<file path="src/isr_regs.svh">
// register offsets, field positions and reset values of the routing block
`ifndef ISR_REGS_SVH
`define ISR_REGS_SVH
`define ISR_OFS_ALL_PORTS   12'h000
`define ISR_OFS_ANALYZER    12'h004
`define ISR_OFS_EXTRACT0    12'h008
`define ISR_OFS_EXTRACT1    12'h00C
`define ISR_OFS_STATUS      12'h010
`define ISR_OFS_MASK        12'h014
`define ISR_OFS_PENDING     12'h018
`define ISR_BIT_PASSTHRU    4
`define ISR_BIT_INJECT      3
`define ISR_SEL_HI          1
`define ISR_SEL_LO          0
`define ISR_DEST_ICPU0      2'h0
`define ISR_DEST_ICPU1      2'h1
`define ISR_DEST_EXT0       2'h2
`define ISR_DEST_EXT1       2'h3
`define ISR_NUM_SRC         4
`define ISR_SRC_ANALYZER    1
`define ISR_CFG_RESET       3'h0
`define ISR_WORD_ZERO       32'h0000_0000
`endif

</file>
<file path="src/isr_pkg.sv">
// types shared by the interrupt routing block
package isr_pkg;
   // per-source configuration word as stored
   typedef struct packed {
      logic       passthru;
      logic [1:0] dest_sel;
   } isr_cfg_t;

   // the four destination lines, bit order icpu0, icpu1, ext0, ext1
   typedef struct packed {
      logic ext1;
      logic ext0;
      logic icpu1;
      logic icpu0;
   } isr_dest_t;

   // apb slave state
   typedef enum logic [0:0] {
      ISR_APB_IDLE = 1'b0,
      ISR_APB_DONE = 1'b1
   } isr_apb_st_t;
endpackage : isr_pkg

</file>
<file path="src/isr_route_top.sv">
// interrupt routing and conditioning for four sources behind apb
// Function
// - passthrough set: raw source level goes straight to its destination.
// - passthrough set: inject bit and latching have no effect.
// - writing one to inject raises the source interrupt as if fired.
// - inject bit clears itself at once; reads return zero.
// - selector 0,1,2 pick icpu0, icpu1, ext0; 3 picks ext1 for analyzer.
`timescale 1ns/10ps
`default_nettype none
`include "isr_regs.svh"
module isr_route_top
   import isr_pkg::*;
(
   input  wire logic        clk_sys,
   input  wire logic        reset,
   input  wire logic        psel,
   input  wire logic        penable,
   input  wire logic        pwrite,
   input  wire logic [11:0] paddr,
   input  wire logic [31:0] pwdata,
   output logic      [31:0] prdata,
   output logic             pready,
   output logic             pslverr,
   input  wire logic        all_ports_source,
   input  wire logic        analyzer_source,
   input  wire logic        extract_queue0_ready,
   input  wire logic        extract_queue1_ready,
   output logic             internal_cpu_line0,
   output logic             internal_cpu_line1,
   output logic             external_int_out0,
   output logic             external_int_out1,
   output logic             irq
);
   localparam int N = `ISR_NUM_SRC;

   // index of a config register, or -1 when the address is not one
   function automatic int cfg_index(input logic [11:0] a);
      if (a == `ISR_OFS_ALL_PORTS)
         return 0;
      else if (a == `ISR_OFS_ANALYZER)
         return 1;
      else if (a == `ISR_OFS_EXTRACT0)
         return 2;
      else if (a == `ISR_OFS_EXTRACT1)
         return 3;
      else
         return -1;
   endfunction : cfg_index

   isr_cfg_t    cfg_q [N];
   isr_cfg_t    cfg_d [N];
   logic [N-1:0] inject_q, inject_d;
   logic [N-1:0] ack;
   logic [N-1:0] level;
   logic [N-1:0] sticky;
   logic [N-1:0] stat_q, stat_d;
   logic [N-1:0] mask_q, mask_d;
   logic [N-1:0] raw;
   isr_dest_t   dest [N];
   isr_dest_t   lines_q, lines_d;
   logic        irq_q, irq_d;
   isr_apb_st_t st_q, st_d;
   logic [31:0] rdata_q, rdata_d;
   logic        err_q, err_d;
   logic        wr_hit, rd_hit;
   int          idx;

   assign raw = {extract_queue1_ready, extract_queue0_ready,
                 analyzer_source, all_ports_source};

   // per-source conditioning and routing
   for (genvar g = 0; g < N; g++) begin : g_src
      isr_src_cond u_cond (
         .clk_sys  (clk_sys),
         .reset    (reset),
         .raw_src  (raw[g]),
         .passthru (cfg_q[g].passthru),
         .inject   (inject_q[g] && !cfg_q[g].passthru),
         .ack      (ack[g]),
         .level    (level[g]),
         .sticky   (sticky[g])
      );
      isr_route_dec #(
         .HAS_EXT1 (g == `ISR_SRC_ANALYZER)
      ) u_dec (
         .dest_sel (cfg_q[g].dest_sel),
         .level    (level[g]),
         .dest     (dest[g])
      );
   end

   // apb access phase decode
   always_comb begin
      wr_hit = 1'b0;
      rd_hit = 1'b0;
      if (psel && penable && st_q == ISR_APB_IDLE) begin
         wr_hit = pwrite;
         rd_hit = !pwrite;
      end
   end

   // apb handshake: one wait state, pready on the second access cycle
   always_comb begin
      st_d    = st_q;
      rdata_d = rdata_q;
      err_d   = 1'b0;
      if (st_q == ISR_APB_DONE) begin
         st_d    = ISR_APB_IDLE;
         rdata_d = `ISR_WORD_ZERO;
      end else if (psel && penable) begin
         st_d    = ISR_APB_DONE;
         idx     = cfg_index(paddr);
         rdata_d = `ISR_WORD_ZERO;
         if (idx >= 0) begin
            rdata_d[`ISR_BIT_PASSTHRU] = cfg_q[idx].passthru;
            rdata_d[`ISR_SEL_HI:`ISR_SEL_LO] = cfg_q[idx].dest_sel;
         end else if (paddr == `ISR_OFS_STATUS)
            rdata_d[N-1:0] = stat_q;
         else if (paddr == `ISR_OFS_MASK)
            rdata_d[N-1:0] = mask_q;
         else if (paddr == `ISR_OFS_PENDING)
            rdata_d[N-1:0] = sticky;
         else
            err_d = 1'b1;
      end
      if (!(psel && penable) && st_q == ISR_APB_IDLE)
         idx = -1;
      else
         idx = cfg_index(paddr);
   end

   // configuration, inject, acknowledge, status and mask updates
   always_comb begin
      for (int i = 0; i < N; i++) begin
         cfg_d[i] = cfg_q[i];
      end
      inject_d = '0;
      ack      = '0;
      mask_d   = mask_q;
      stat_d   = stat_q;
      if (wr_hit) begin
         for (int i = 0; i < N; i++) begin
            if (cfg_index(paddr) == i) begin
               cfg_d[i].passthru = pwdata[`ISR_BIT_PASSTHRU];
               cfg_d[i].dest_sel = pwdata[`ISR_SEL_HI:`ISR_SEL_LO];
               inject_d[i]       = pwdata[`ISR_BIT_INJECT];
            end
         end
         if (paddr == `ISR_OFS_PENDING)
            ack = pwdata[N-1:0];
         if (paddr == `ISR_OFS_MASK)
            mask_d = pwdata[N-1:0];
         if (paddr == `ISR_OFS_STATUS)
            stat_d = stat_q & ~pwdata[N-1:0];
      end
      // every latched source not in passthrough sets status each cycle; set wins over a clear
      stat_d = stat_d | (sticky & ~cfg_passthru_vec());
   end

   function automatic logic [N-1:0] cfg_passthru_vec();
      logic [N-1:0] v;
      v = '0;
      for (int i = 0; i < N; i++) begin
         v[i] = cfg_q[i].passthru;
      end
      return v;
   endfunction : cfg_passthru_vec

   // merge destinations and drive interrupt output
   always_comb begin
      lines_d = '0;
      for (int i = 0; i < N; i++) begin
         lines_d = lines_d | dest[i];
      end
      irq_d = |(stat_q & mask_q);
   end

   // registers
   always_ff @(posedge clk_sys) begin
      if (reset) begin
         for (int i = 0; i < N; i++) begin
            cfg_q[i] <= `ISR_CFG_RESET;
         end
         inject_q <= '0;
         stat_q   <= '0;
         mask_q   <= '0;
         lines_q  <= '0;
         irq_q    <= 1'b0;
         st_q     <= ISR_APB_IDLE;
         rdata_q  <= `ISR_WORD_ZERO;
         err_q    <= 1'b0;
      end else begin
         for (int i = 0; i < N; i++) begin
            cfg_q[i] <= cfg_d[i];
         end
         inject_q <= inject_d;
         stat_q   <= stat_d;
         mask_q   <= mask_d;
         lines_q  <= lines_d;
         irq_q    <= irq_d;
         st_q     <= st_d;
         rdata_q  <= rdata_d;
         err_q    <= err_d;
      end
   end

   assign prdata             = rdata_q;
   assign pready             = (st_q == ISR_APB_DONE);
   assign pslverr            = err_q;
   assign internal_cpu_line0 = lines_q.icpu0;
   assign internal_cpu_line1 = lines_q.icpu1;
   assign external_int_out0  = lines_q.ext0;
   assign external_int_out1  = lines_q.ext1;
   assign irq                = irq_q;
endmodule : isr_route_top
`default_nettype wire

</file>
<file path="src/isr_src_cond.sv">
// one source: sticky latch, passthrough and inject conditioning
`timescale 1ns/10ps
`default_nettype none
`include "isr_regs.svh"
module isr_src_cond
   import isr_pkg::*;
(
   input  wire logic clk_sys,
   input  wire logic reset,
   input  wire logic raw_src,
   input  wire logic passthru,
   input  wire logic inject,
   input  wire logic ack,
   output logic      level,
   output logic      sticky
);
   logic prev_q, prev_d;
   logic stick_q, stick_d;
   logic lvl_q, lvl_d;

   // rising edge or inject sets the latch; set beats acknowledge
   always_comb begin
      prev_d  = raw_src;
      stick_d = stick_q;
      if (ack)
         stick_d = 1'b0;
      if (!passthru && ((raw_src && !prev_q) || inject))
         stick_d = 1'b1;
      if (passthru)
         stick_d = 1'b0;
      lvl_d = passthru ? raw_src : stick_d;
   end

   // registers
   always_ff @(posedge clk_sys) begin
      if (reset) begin
         prev_q  <= 1'b0;
         stick_q <= 1'b0;
         lvl_q   <= 1'b0;
      end else begin
         prev_q  <= prev_d;
         stick_q <= stick_d;
         lvl_q   <= lvl_d;
      end
   end

   assign level  = lvl_q;
   assign sticky = stick_q;
endmodule : isr_src_cond
`default_nettype wire

</file>
<file path="src/isr_route_dec.sv">
// destination decoder for one source
`timescale 1ns/10ps
`default_nettype none
`include "isr_regs.svh"
module isr_route_dec
   import isr_pkg::*;
#(
   parameter bit HAS_EXT1 = 1'b0
)(
   input  wire logic [1:0] dest_sel,
   input  wire logic       level,
   output isr_dest_t       dest
);
   // steer the level onto one line, or onto none for selector 3 when HAS_EXT1 is clear
   always_comb begin
      dest = '0;
      case (dest_sel)
         `ISR_DEST_ICPU0: dest.icpu0 = level;
         `ISR_DEST_ICPU1: dest.icpu1 = level;
         `ISR_DEST_EXT0:  dest.ext0  = level;
         default:         dest.ext1  = HAS_EXT1 ? level : 1'b0;
      endcase
   end
endmodule : isr_route_dec
`default_nettype wire

</file>
<file path="config.mk">
export PLATFORM = sky130hd
export DESIGN_NAME = isr_route_top
export DESIGN_NICKNAME = d
export VERILOG_FILES = /design/src/isr_pkg.sv /design/src/isr_route_top.sv /design/src/isr_src_cond.sv /design/src/isr_route_dec.sv
export VERILOG_INCLUDE_DIRS = /design/src /design/src/src
export SDC_FILE = /design/constraint.sdc
export NUM_CORES = 1
export LEC_CHECK = 0
export BUFFER_PORTS_ARGS = -buffer_cell sky130_fd_sc_hd__buf_4
export CAP_MARGIN = 40
export CORE_MARGIN = 3
export CORE_UTILIZATION = 49
export DETAILED_ROUTE_END_ITERATION = 8
export PLACE_DENSITY = 0.87
export SKIP_CTS_REPAIR_TIMING = 1
export SLEW_MARGIN = 5
export SYNTH_ARGS = -nofsm -noshare
export SYNTH_HDL_FRONTEND = slang
export SYNTH_HIERARCHICAL = 1
export SYNTH_SLANG_ARGS = --single-unit
</file>
<file path="constraint.sdc">
create_clock -name clk_sys -period 2.05 [get_ports clk_sys]
set_clock_uncertainty 0.1 [all_clocks]
set_input_delay 0.1025 -clock clk_sys [delete_from_list [all_inputs] [get_ports clk_sys]]
set_output_delay 0.1025 -clock clk_sys [all_outputs]
set_load 0.01 [all_outputs]
</file>
==> metrics, run 1 <==
H-tree Lvls 2; synthesized area between 2000 and 2500 um2; dpl hpwl about 4 mm; Clock Path Buffers 2; Slew @ Worst Pin approximately 710 ps; root buffer cell clkbuf_8; IO Port Bufs 37; GRT overflow 0; Slew Viols, Final 0; CTS sink count 48; Core Util, Final 0.584; final setup vio count 0; RSZ-0062 raised after global routing false; CP required approximately 2100 ps; WL per Instance around 14 um; CTS tree done; Hold Slack -8.67 ps; Total Wirelength roughly 5.6 mm; Die Area 5910 um2; Seq/Total Area, Yosys 0.391; largest net degree at the start of global routing 41; total CTS buffers 5; Fin Setup TNS 0 ps; Max Fclk 557 MHz; outcome complete, but fails checks; Std-Cell Rows 25; CP max FO 4; io pins roughly 90; Seq cells post-synth between 40 and 50; initial core utilization 0.514; 1st-pass router iterations 5; Via-to-Cell Ratio 5.52; Final Wtd Congestion about 0.87; Worst EP arrival 1870 ps; Pwr per Cell Area 633 nW/um2; synthesized area per cell about 8.5 um2; first-pass GRT wire length just over 9 mm; initial DRC count roughly 190; proportion of layout cells with a drive suffix above 1 0.178; die width 76.9 um; Netlist cell types 39; final non-filler cell total 393; Synth warnings 6; dpl cells between 300 and 400; Worst VDD drop 0.251 mV; number of diodes 0; worst setup path category reg -> reg; Layout area overhead 13.5%; overall power about 1.8 mW; Worst Setup Start Kind register; failing checks negative hold slack; main area contributors after synthesis dfxtp_1 39%, buf_4 9.5%, a21oi_1 7.1%; Crit. End Element register; max cap viols 0; vias in the first global route 1,988; Residual DRC 0; Final min period 1790 ps; Clock Latency Late Sink 300 ps; Final ANT Viol Nets 0; Rel. slew slack 0.527; gr usage total 0.195; core area about 4800 um2; top cell type by total area after synthesis dfxtp_1; DR vias roughly 2,200; Mapped Cells 290; Reg clk slew, reported paths around 80 ps; # nets final 378; initial antenna violation count 0; final clock period utilization by the worst path 0.875; final hold vios 2; Yosys top cell area share 0.391; Worst Hold Class in -> reg; P_leak approximately 1.2 nW; floorplan die height roughly 77 um
-- flip-flops by register name, summed over array words and instances, names as in the netlist --
name                 cells
g_src.u_cond/prev_q      4
irq                      1
pready                   1
internal_cpu_line1       1
g_src.u_cond/sticky      4
g_src.u_cond/level       4
external_int_out1        1
stat_q                   4
cfg_q                   12
inject_q                 4
mask_q                   4
internal_cpu_line0       1
prdata                   5
external_int_out0        1
pslverr                  1
-- cell families after synthesis --
group,synth area share
buffers and inverters,0.134
muxes,0.0397
and+or+nand+nor,0.277
other,0.00610
DFF,0.391
AOI/OAI and AO/OA,0.152
-- cell type report --
cell class	count	area (um2)
Inverter	9	33.8
Clock buffer	8	90.1
Tap cell	67	83.8
Fill cell	419	1990
Multi-Input combinational cell	215	1270
Sequential cell	48	961
Timing Repair Buffer	46	358
-- cell usage in the layout, fill, tap and decap left out, types with 6 or more instances in the layout --
cell | synthesis | final
nor2b_1 | 6 | 6
a21oi_1 | 35 | 35
dfxtp_1 | 48 | 48
and3b_1 | 8 | 8
nand2_1 | 16 | 16
nand2b_1 | 8 | 8
o21ai_0 | 27 | 27
conb_1 | 4 | 30
buf_4 | 31 | 41
clkbuf_8 | 0 | 6
inv_1 | 9 | 9
nor2_1 | 12 | 12
nand4_1 | 18 | 18
-- critical path: stages, from the launching register on --
cell and delay [ps]:
dfxtp_1 340, and4b_1 310, nand4_1 160, nor2_1 250, and2_1 170, inv_1 50
a21oi_1 170, o22ai_1 110
-- per-stage QoR --
stage	worst slack, ps	instance area [um2]
5_1_grt	57.0	2790
6_report	256	2790
3_3_place_gp	322	2650
2_1_floorplan	325	2560
3_5_place_dp	243	2650
4_1_cts	265	2740
-- where the power goes --
group / internal (mW) / switching [mW] / total, mW
sequential: 0.960 / 0.0187 / 0.979
combinational: 0.0885 / 0.123 / 0.212
clock: 0.275 / 0.301 / 0.576
-- layer usage --
metal	GRT usage	share of wire
met5	0	0
met4	0.0707	0.016
met3	0.0528	0.085
met2	0.315	0.49
met1	0.249	0.41
-- path summary, 6_finish.rpt --
| path | depth (start not counted) | endpoint | startpoint | slack (ps) |
|---|---|---|---|---|
| hold reg to reg | 2 | prdata[4] | prdata[4] | 350 |
| setup / recovery | 7 | g_src[1].u_cond/level | pready | 260 |
| hold / removal | 3 | mask_q[3] | pwdata[3] | -9 |
| setup reg to reg | 7 | g_src[1].u_cond/level | pready | 260 |
-- synthesized netlist by cell type --
cell type  number
nor4_2          1
o211ai_1        1
buf_1           3
and3_1          1
nor2b_1         6
nand3_1         4
conb_1          4
nor4_1          4
nand2b_1        8
and4b_1         1
inv_1           9
buf_6           1
nor3_1          5
buf_4          31
and4_1          1
nand4bb_1       1
dfxtp_1        48
clkbuf_1        3
o21ai_0        27
nor4_4          1
nor4b_1         1
and3_2          1
a21oi_1        35
or2_1           4
a22oi_1         2
and3b_1         8
mux2i_1         3
nand2_1        16
nand4_1        18
or2_2           1
o22ai_1         4
nor2_1         12
and2_1          5
and2b_1         5
buf_2           6
a32oi_1         1
a211oi_1        1
mux4_2          3
nor3b_2         4
No activity file was read; power rests on OpenSTA's default activity.
==> run 2, diff against run 1 <==
--- a/config.mk
+++ b/config.mk
@@ -8,10 +8,12 @@
 export LEC_CHECK = 0
 export BUFFER_PORTS_ARGS = -buffer_cell sky130_fd_sc_hd__buf_4
 export CAP_MARGIN = 40
+export CELL_PAD_IN_SITES_DETAIL_PLACEMENT = 0
+export CELL_PAD_IN_SITES_GLOBAL_PLACEMENT = 2
 export CORE_MARGIN = 3
-export CORE_UTILIZATION = 49
+export CORE_UTILIZATION = 30
 export DETAILED_ROUTE_END_ITERATION = 8
-export PLACE_DENSITY = 0.87
+export PLACE_DENSITY = 0.93
 export SKIP_CTS_REPAIR_TIMING = 1
 export SLEW_MARGIN = 5
 export SYNTH_ARGS = -nofsm -noshare
==> constraint.sdc (replaced) <==
create_clock -name clk_sys -period 2.17 [get_ports clk_sys]
set_clock_uncertainty 0.1 [all_clocks]
set_input_delay 0.1085 -clock clk_sys [delete_from_list [all_inputs] [get_ports clk_sys]]
set_output_delay 0.1085 -clock clk_sys [all_outputs]
set_load 0.01 [all_outputs]
==> metrics, run 2 (synthesized netlist as in run 1, its figures left out) <==
Worst VDD drop 0.241 mV (-4.2%); dpl cells 415 (+9.2%); clock power share 0.340 (+0.014); root buffer cell clkbuf_8; IO Port Bufs 37 (unchanged); Biggest register cfg_q; first-pass GRT wire length 9.08 mm (-2.7%); number of fillers in the final layout 861 (+110%); outcome complete, but fails checks; Pwr per Cell Area 601 nW/um2 (-5.1%); Crit Reg-Reg Endpoint g_src[3].u_cond/level; Residual DRC 0 (unchanged); Via-to-Cell Ratio 4.88 (-12%); total CTS buffers 5 (unchanged); max reg flops 12 (unchanged); failing checks negative hold slack; initial antenna violation count 0 (unchanged); commonest non-fill, non-tap cell in the layout dfxtp_1; final clock period utilization by the worst path 0.825 (-0.0503); R2R cell count 7 (unchanged); CP max FO 4 (unchanged); worst setup path category reg -> reg; Worst Hold Class in -> reg; crit path from pready; DR vias 2,080 (-4.1%); final hold vios 2 (unchanged); Worst Setup Start Kind register; RSZ-0062 raised after global routing false; gr usage total 0.127 (-0.0679); cell internal pwr 1.27 mW (-3.8%); post-route cell area 2830 um2 (+1.4%); R2R setup slack 380 ps (+120 ps); Slew Viols, Final 0 (unchanged); CP required 2250 ps (+130 ps); GRT overflow 0 (unchanged); DP Area 2700 um2 (+1.7%); largest net degree at the start of global routing 41 (unchanged); Final min period 1790 ps (-4.12 ps); Crit. End Element register; floorplan die height 96.6 um (+26%); Crit Reg-Reg Startpoint pready; core area 7850 um2 (+64%); CTS sink count 48 (unchanged); Logic pwr share 0.117 (-0.003); Max Fclk 559 MHz (+0.23%); Fin Setup TNS 0 ps (unchanged); H-tree Lvls 2 (unchanged); Clock Latency Late Sink 300 ps (about the same); P_leak 1.15 nW (about the same); Die Area 9320 um2 (+58%); final setup vio count 0 (unchanged); CTS tree done; # nets final 377 (-0.26%); Hold Slack -7.30 ps (+1.38 ps); die width 96.6 um (+26%); Final ANT Viol Nets 0 (unchanged); Reg area 961 um2 (unchanged); WL per Instance 13.6 um (-3.7%); initial DRC count 102 (-47%); number of diodes 0 (unchanged); dpl hpwl 4.29 mm (+5.5%); initial core utilization 0.313 (-0.201); area of the multi-input gates 1270 um2 (unchanged); Layout area overhead 15.2%; Std-Cell Rows 32 (+28%); Switch Pwr 0.428 mW (-3.5%); Worst EP arrival 1870 ps (about the same); max cap viols 0 (unchanged); final non-filler cell total 426 (+8.4%); io pins 92 (unchanged); Rel. slew slack 0.548 (+0.0206); vias in the first global route 1,867 (-6.1%); Final Wtd Congestion 0.816 (-6.3%); Total Wirelength 5.81 mm (+4.4%); Reg clk slew, reported paths 90 ps (about the same); commonest cells after routing, fill and taps aside 48 x dfxtp_1, 41 x buf_4, 35 x a21oi_1; Slew @ Worst Pin 677 ps (-30.9 ps); proportion of layout cells with a drive suffix above 1 0.182 (+0.00418); Sequential Power Share 0.543 (-0.011); 1st-pass router iterations 4 (-1); Clock Path Buffers 2 (unchanged); sw frac 0.251 (+0.000525); worst setup path endpoint g_src[3].u_cond/level
==> run 2: cell types whose count changed in the layout (fill, tap and decap cells not counted), sizes merged <==
| cell | before | now |
|---|---|---|
| clkbuf | 8 | 7 |
| dlygate4sd3 | 5 | 4 |
==> run 2: power groups by stage <==
stage | Sequential [mW] | Combinational [mW] | Clock (mW)
final | 0.924 | 0.199 | 0.578
after global routing | 0.928 | 0.222 | 0.641
after CTS | 0.924 | 0.193 | 0.588
after detailed placement | 0.945 | 0.192 | 0
after global placement | 0.945 | 0.191 | 0
after floorplan | 0.941 | 0.154 | 0
==> run 2: worst min path at each step <==
stage / slack [ps] / cells past startpoint / end / start
after global placement: 230 / 2 / g_src[3].u_cond/prev_q / extract_queue1_ready
after global routing: 4 / 3 / cfg_q[0][2] / pwdata[4]
after detailed placement: 240 / 2 / g_src[2].u_cond/prev_q / extract_queue0_ready
after CTS: -80 / 2 / g_src[3].u_cond/prev_q / extract_queue1_ready
final: -7 / 3 / mask_q[2] / pwdata[2]
after floorplan: 100 / 1 / g_src[0].u_cond/level / reset
==> run 2: metrics by stage <==
stage          utilization  power [mW]  hold slack (ps)  setup slack [ps]
3_3_place_gp         0.344        1.14              233               410
5_1_grt              0.361        1.79             4.15               231
4_1_cts              0.356        1.71            -77.2               368
6_report             0.361        1.70            -7.30               380
3_5_place_dp         0.344        1.14              235               381
2_1_floorplan            -        1.10              103               445
==> run 2: layer usage <==
metal	wire, um	GRT usage	share of wire
met1	2600	0.171	0.45
met4	82	0.0491	0.014
met3	385	0.0287	0.066
met2	2740	0.198	0.47
met5	0	0	0
==> run 2: layout make-up <==
class | instances | share of cell area
Multi-Input combinational cell | 215 | 0.447
Sequential cell | 48 | 0.339
Tap cell | 102 | 0.0451
Inverter | 9 | 0.0119
Timing Repair Buffer | 45 | 0.123
Clock buffer | 7 | 0.0340
==> run 2: worst max-delay path, cell delays in order (launching register included) <==
cell,delay (ps)
dfxtp_1,340
and4b_1,330
nand4_1,180
nor2_1,240
and2_1,170
inv_1,50
a21oi_1,170
o22ai_1,100
==> run 3, diff against run 2 <==
--- a/config.mk
+++ b/config.mk
@@ -11,9 +11,9 @@
 export CELL_PAD_IN_SITES_DETAIL_PLACEMENT = 0
 export CELL_PAD_IN_SITES_GLOBAL_PLACEMENT = 2
 export CORE_MARGIN = 3
-export CORE_UTILIZATION = 30
+export CORE_UTILIZATION = 27
 export DETAILED_ROUTE_END_ITERATION = 8
-export PLACE_DENSITY = 0.93
+export PLACE_DENSITY = 0.85
 export SKIP_CTS_REPAIR_TIMING = 1
 export SLEW_MARGIN = 5
 export SYNTH_ARGS = -nofsm -noshare
==> constraint.sdc (replaced) <==
create_clock -name clk_sys -period 1.65 [get_ports clk_sys]
set_clock_uncertainty 0.1 [all_clocks]
set_input_delay 0.0825 -clock clk_sys [delete_from_list [all_inputs] [get_ports clk_sys]]
set_output_delay 0.0825 -clock clk_sys [all_outputs]
set_load 0.01 [all_outputs]
==> metrics, run 3 (synthesized netlist as in run 1, its figures left out) <==
max reg flops 12 (unchanged); R2R setup slack 20 ps (-360 ps); GRT overflow 0 (unchanged); floorplan die height 101 um (+5.1%); io pins 92 (unchanged); total CTS buffers 5 (unchanged); Slew Viols, Final 0 (unchanged); Final Wtd Congestion 0.806 (-1.2%); Worst EP arrival 1710 ps (-160 ps); dpl hpwl 4.50 mm (+4.9%); dpl cells 429 (+3.4%); CTS sink count 48 (unchanged); proportion of layout cells with a drive suffix above 1 0.214 (+0.0322); Die Area 10,300 um2 (+10%); largest net degree at the start of global routing 27 (-34%); P_leak 1.21 nW (+4.8%); Via-to-Cell Ratio 4.73 (-3.2%); overall power 2.19 mW (+29%); final hold vios 2 (unchanged); Worst VDD drop 0.283 mV (+17%); failing checks negative hold slack; IO Port Bufs 37 (unchanged); Crit. End Element register; Biggest register cfg_q; Hold Slack -6.22 ps (+1.08 ps); 1st-pass router iterations 4 (unchanged); WL per Instance 13.7 um (+0.57%); Clock Latency Late Sink 300 ps (about the same); # nets final 389 (+3.2%); Fin Setup TNS 0 ps (unchanged); initial DRC count 130 (+27%); initial core utilization 0.279 (-0.0341); worst setup path category reg -> reg; vias in the first global route 1,925 (+3.1%); root buffer cell clkbuf_8; final clock period utilization by the worst path 0.990 (+0.165); CP required 1730 ps (-520 ps); Std-Cell Rows 34 (+6.3%); Clock Path Buffers 2 (unchanged); die width 101 um (+5.1%); core area 8810 um2 (+12%); Worst Hold Class in -> reg; commonest cells after routing, fill and taps aside 47 x dfxtp_1, 47 x buf_4, 31 x a21oi_1; outcome complete, but fails checks; DR vias 2,098 (+0.87%); CTS tree done; final non-filler cell total 444 (+4.2%); gr usage total 0.120 (-0.00716); Final min period 1630 ps (-157 ps); first-pass GRT wire length 9.83 mm (+8.3%); Reg clk slew, reported paths 90 ps (about the same); final setup vio count 0 (unchanged); Residual DRC 0 (unchanged); Slew @ Worst Pin 514 ps (-163 ps); Rel. slew slack 0.656 (+0.108); RSZ-0062 raised after global routing true; Layout area overhead 20.2%; Pwr per Cell Area 741 nW/um2 (+23%); initial antenna violation count 0 (unchanged); number of diodes 0 (unchanged); H-tree Lvls 2 (unchanged); Max Fclk 612 MHz (+9.6%); Final ANT Viol Nets 0 (unchanged); Total Wirelength 6.09 mm (+4.8%); CP max FO 4 (unchanged); max cap viols 0 (unchanged); Worst Setup Start Kind register
-- run 3: critical path, cell delays in order, from the launching register on --
cell	delay, ps
dfxtp_2	330
and4b_1	280
nand4_1	180
nor2_2	180
and2_1	140
inv_1	50
a21oi_2	150
o22ai_1	100
-- run 3: cell type report --
| cell class | instances | area, um2 |
|---|---|---|
| tap | 108 | 135 |
| timing repair buffer | 57 | 464 |
| clock inverter | 1 | 5.00 |
| multi-input combinational | 215 | 1280 |
| sequential | 48 | 962 |
| fill | 945 | 5850 |
| inverter | 9 | 33.8 |
| clock buffer | 6 | 72.6 |
-- run 3: through the flow --
| stage | worst slack [ps] | util | instance area [um2] | hold WS [ps] |
|---|---|---|---|---|
| CTS | -68.2 | 0.326 | 2870 | -107 |
| global placement | -32.7 | 0.317 | 2790 | 208 |
| global route | -147 | 0.336 | 2960 | 12.4 |
| detailed placement | -31.9 | 0.317 | 2790 | 215 |
| floorplan | -9.77 | - | 2580 | 76.8 |
| finish | 17.3 | 0.336 | 2960 | -6.22 |
-- run 3: worst paths after layout --
kind / from / end / cells after the start
worst max register to register: pready / g_src[1].u_cond/level / 7
worst min-delay path: pwdata[0] / cfg_q[2][0] / 3
worst min register to register: prdata[4] / prdata[4] / 2
worst max-delay path: pready / g_src[1].u_cond/level / 7
-- run 3: metal layers --
layer	global-route usage	wire length [um]	vias up
met1	0.168	2910	977
met2	0.189	2860	62
met5	0	0	-
met3	0.0207	253	5
li1	-	-	1054
met4	0.0368	62	0
-- run 3: power breakdown --
part           internal (mW)  switching (mW)  total, mW
Clock                  0.289           0.393      0.682
Sequential              1.19          0.0241       1.22
Combinational          0.130           0.161      0.290
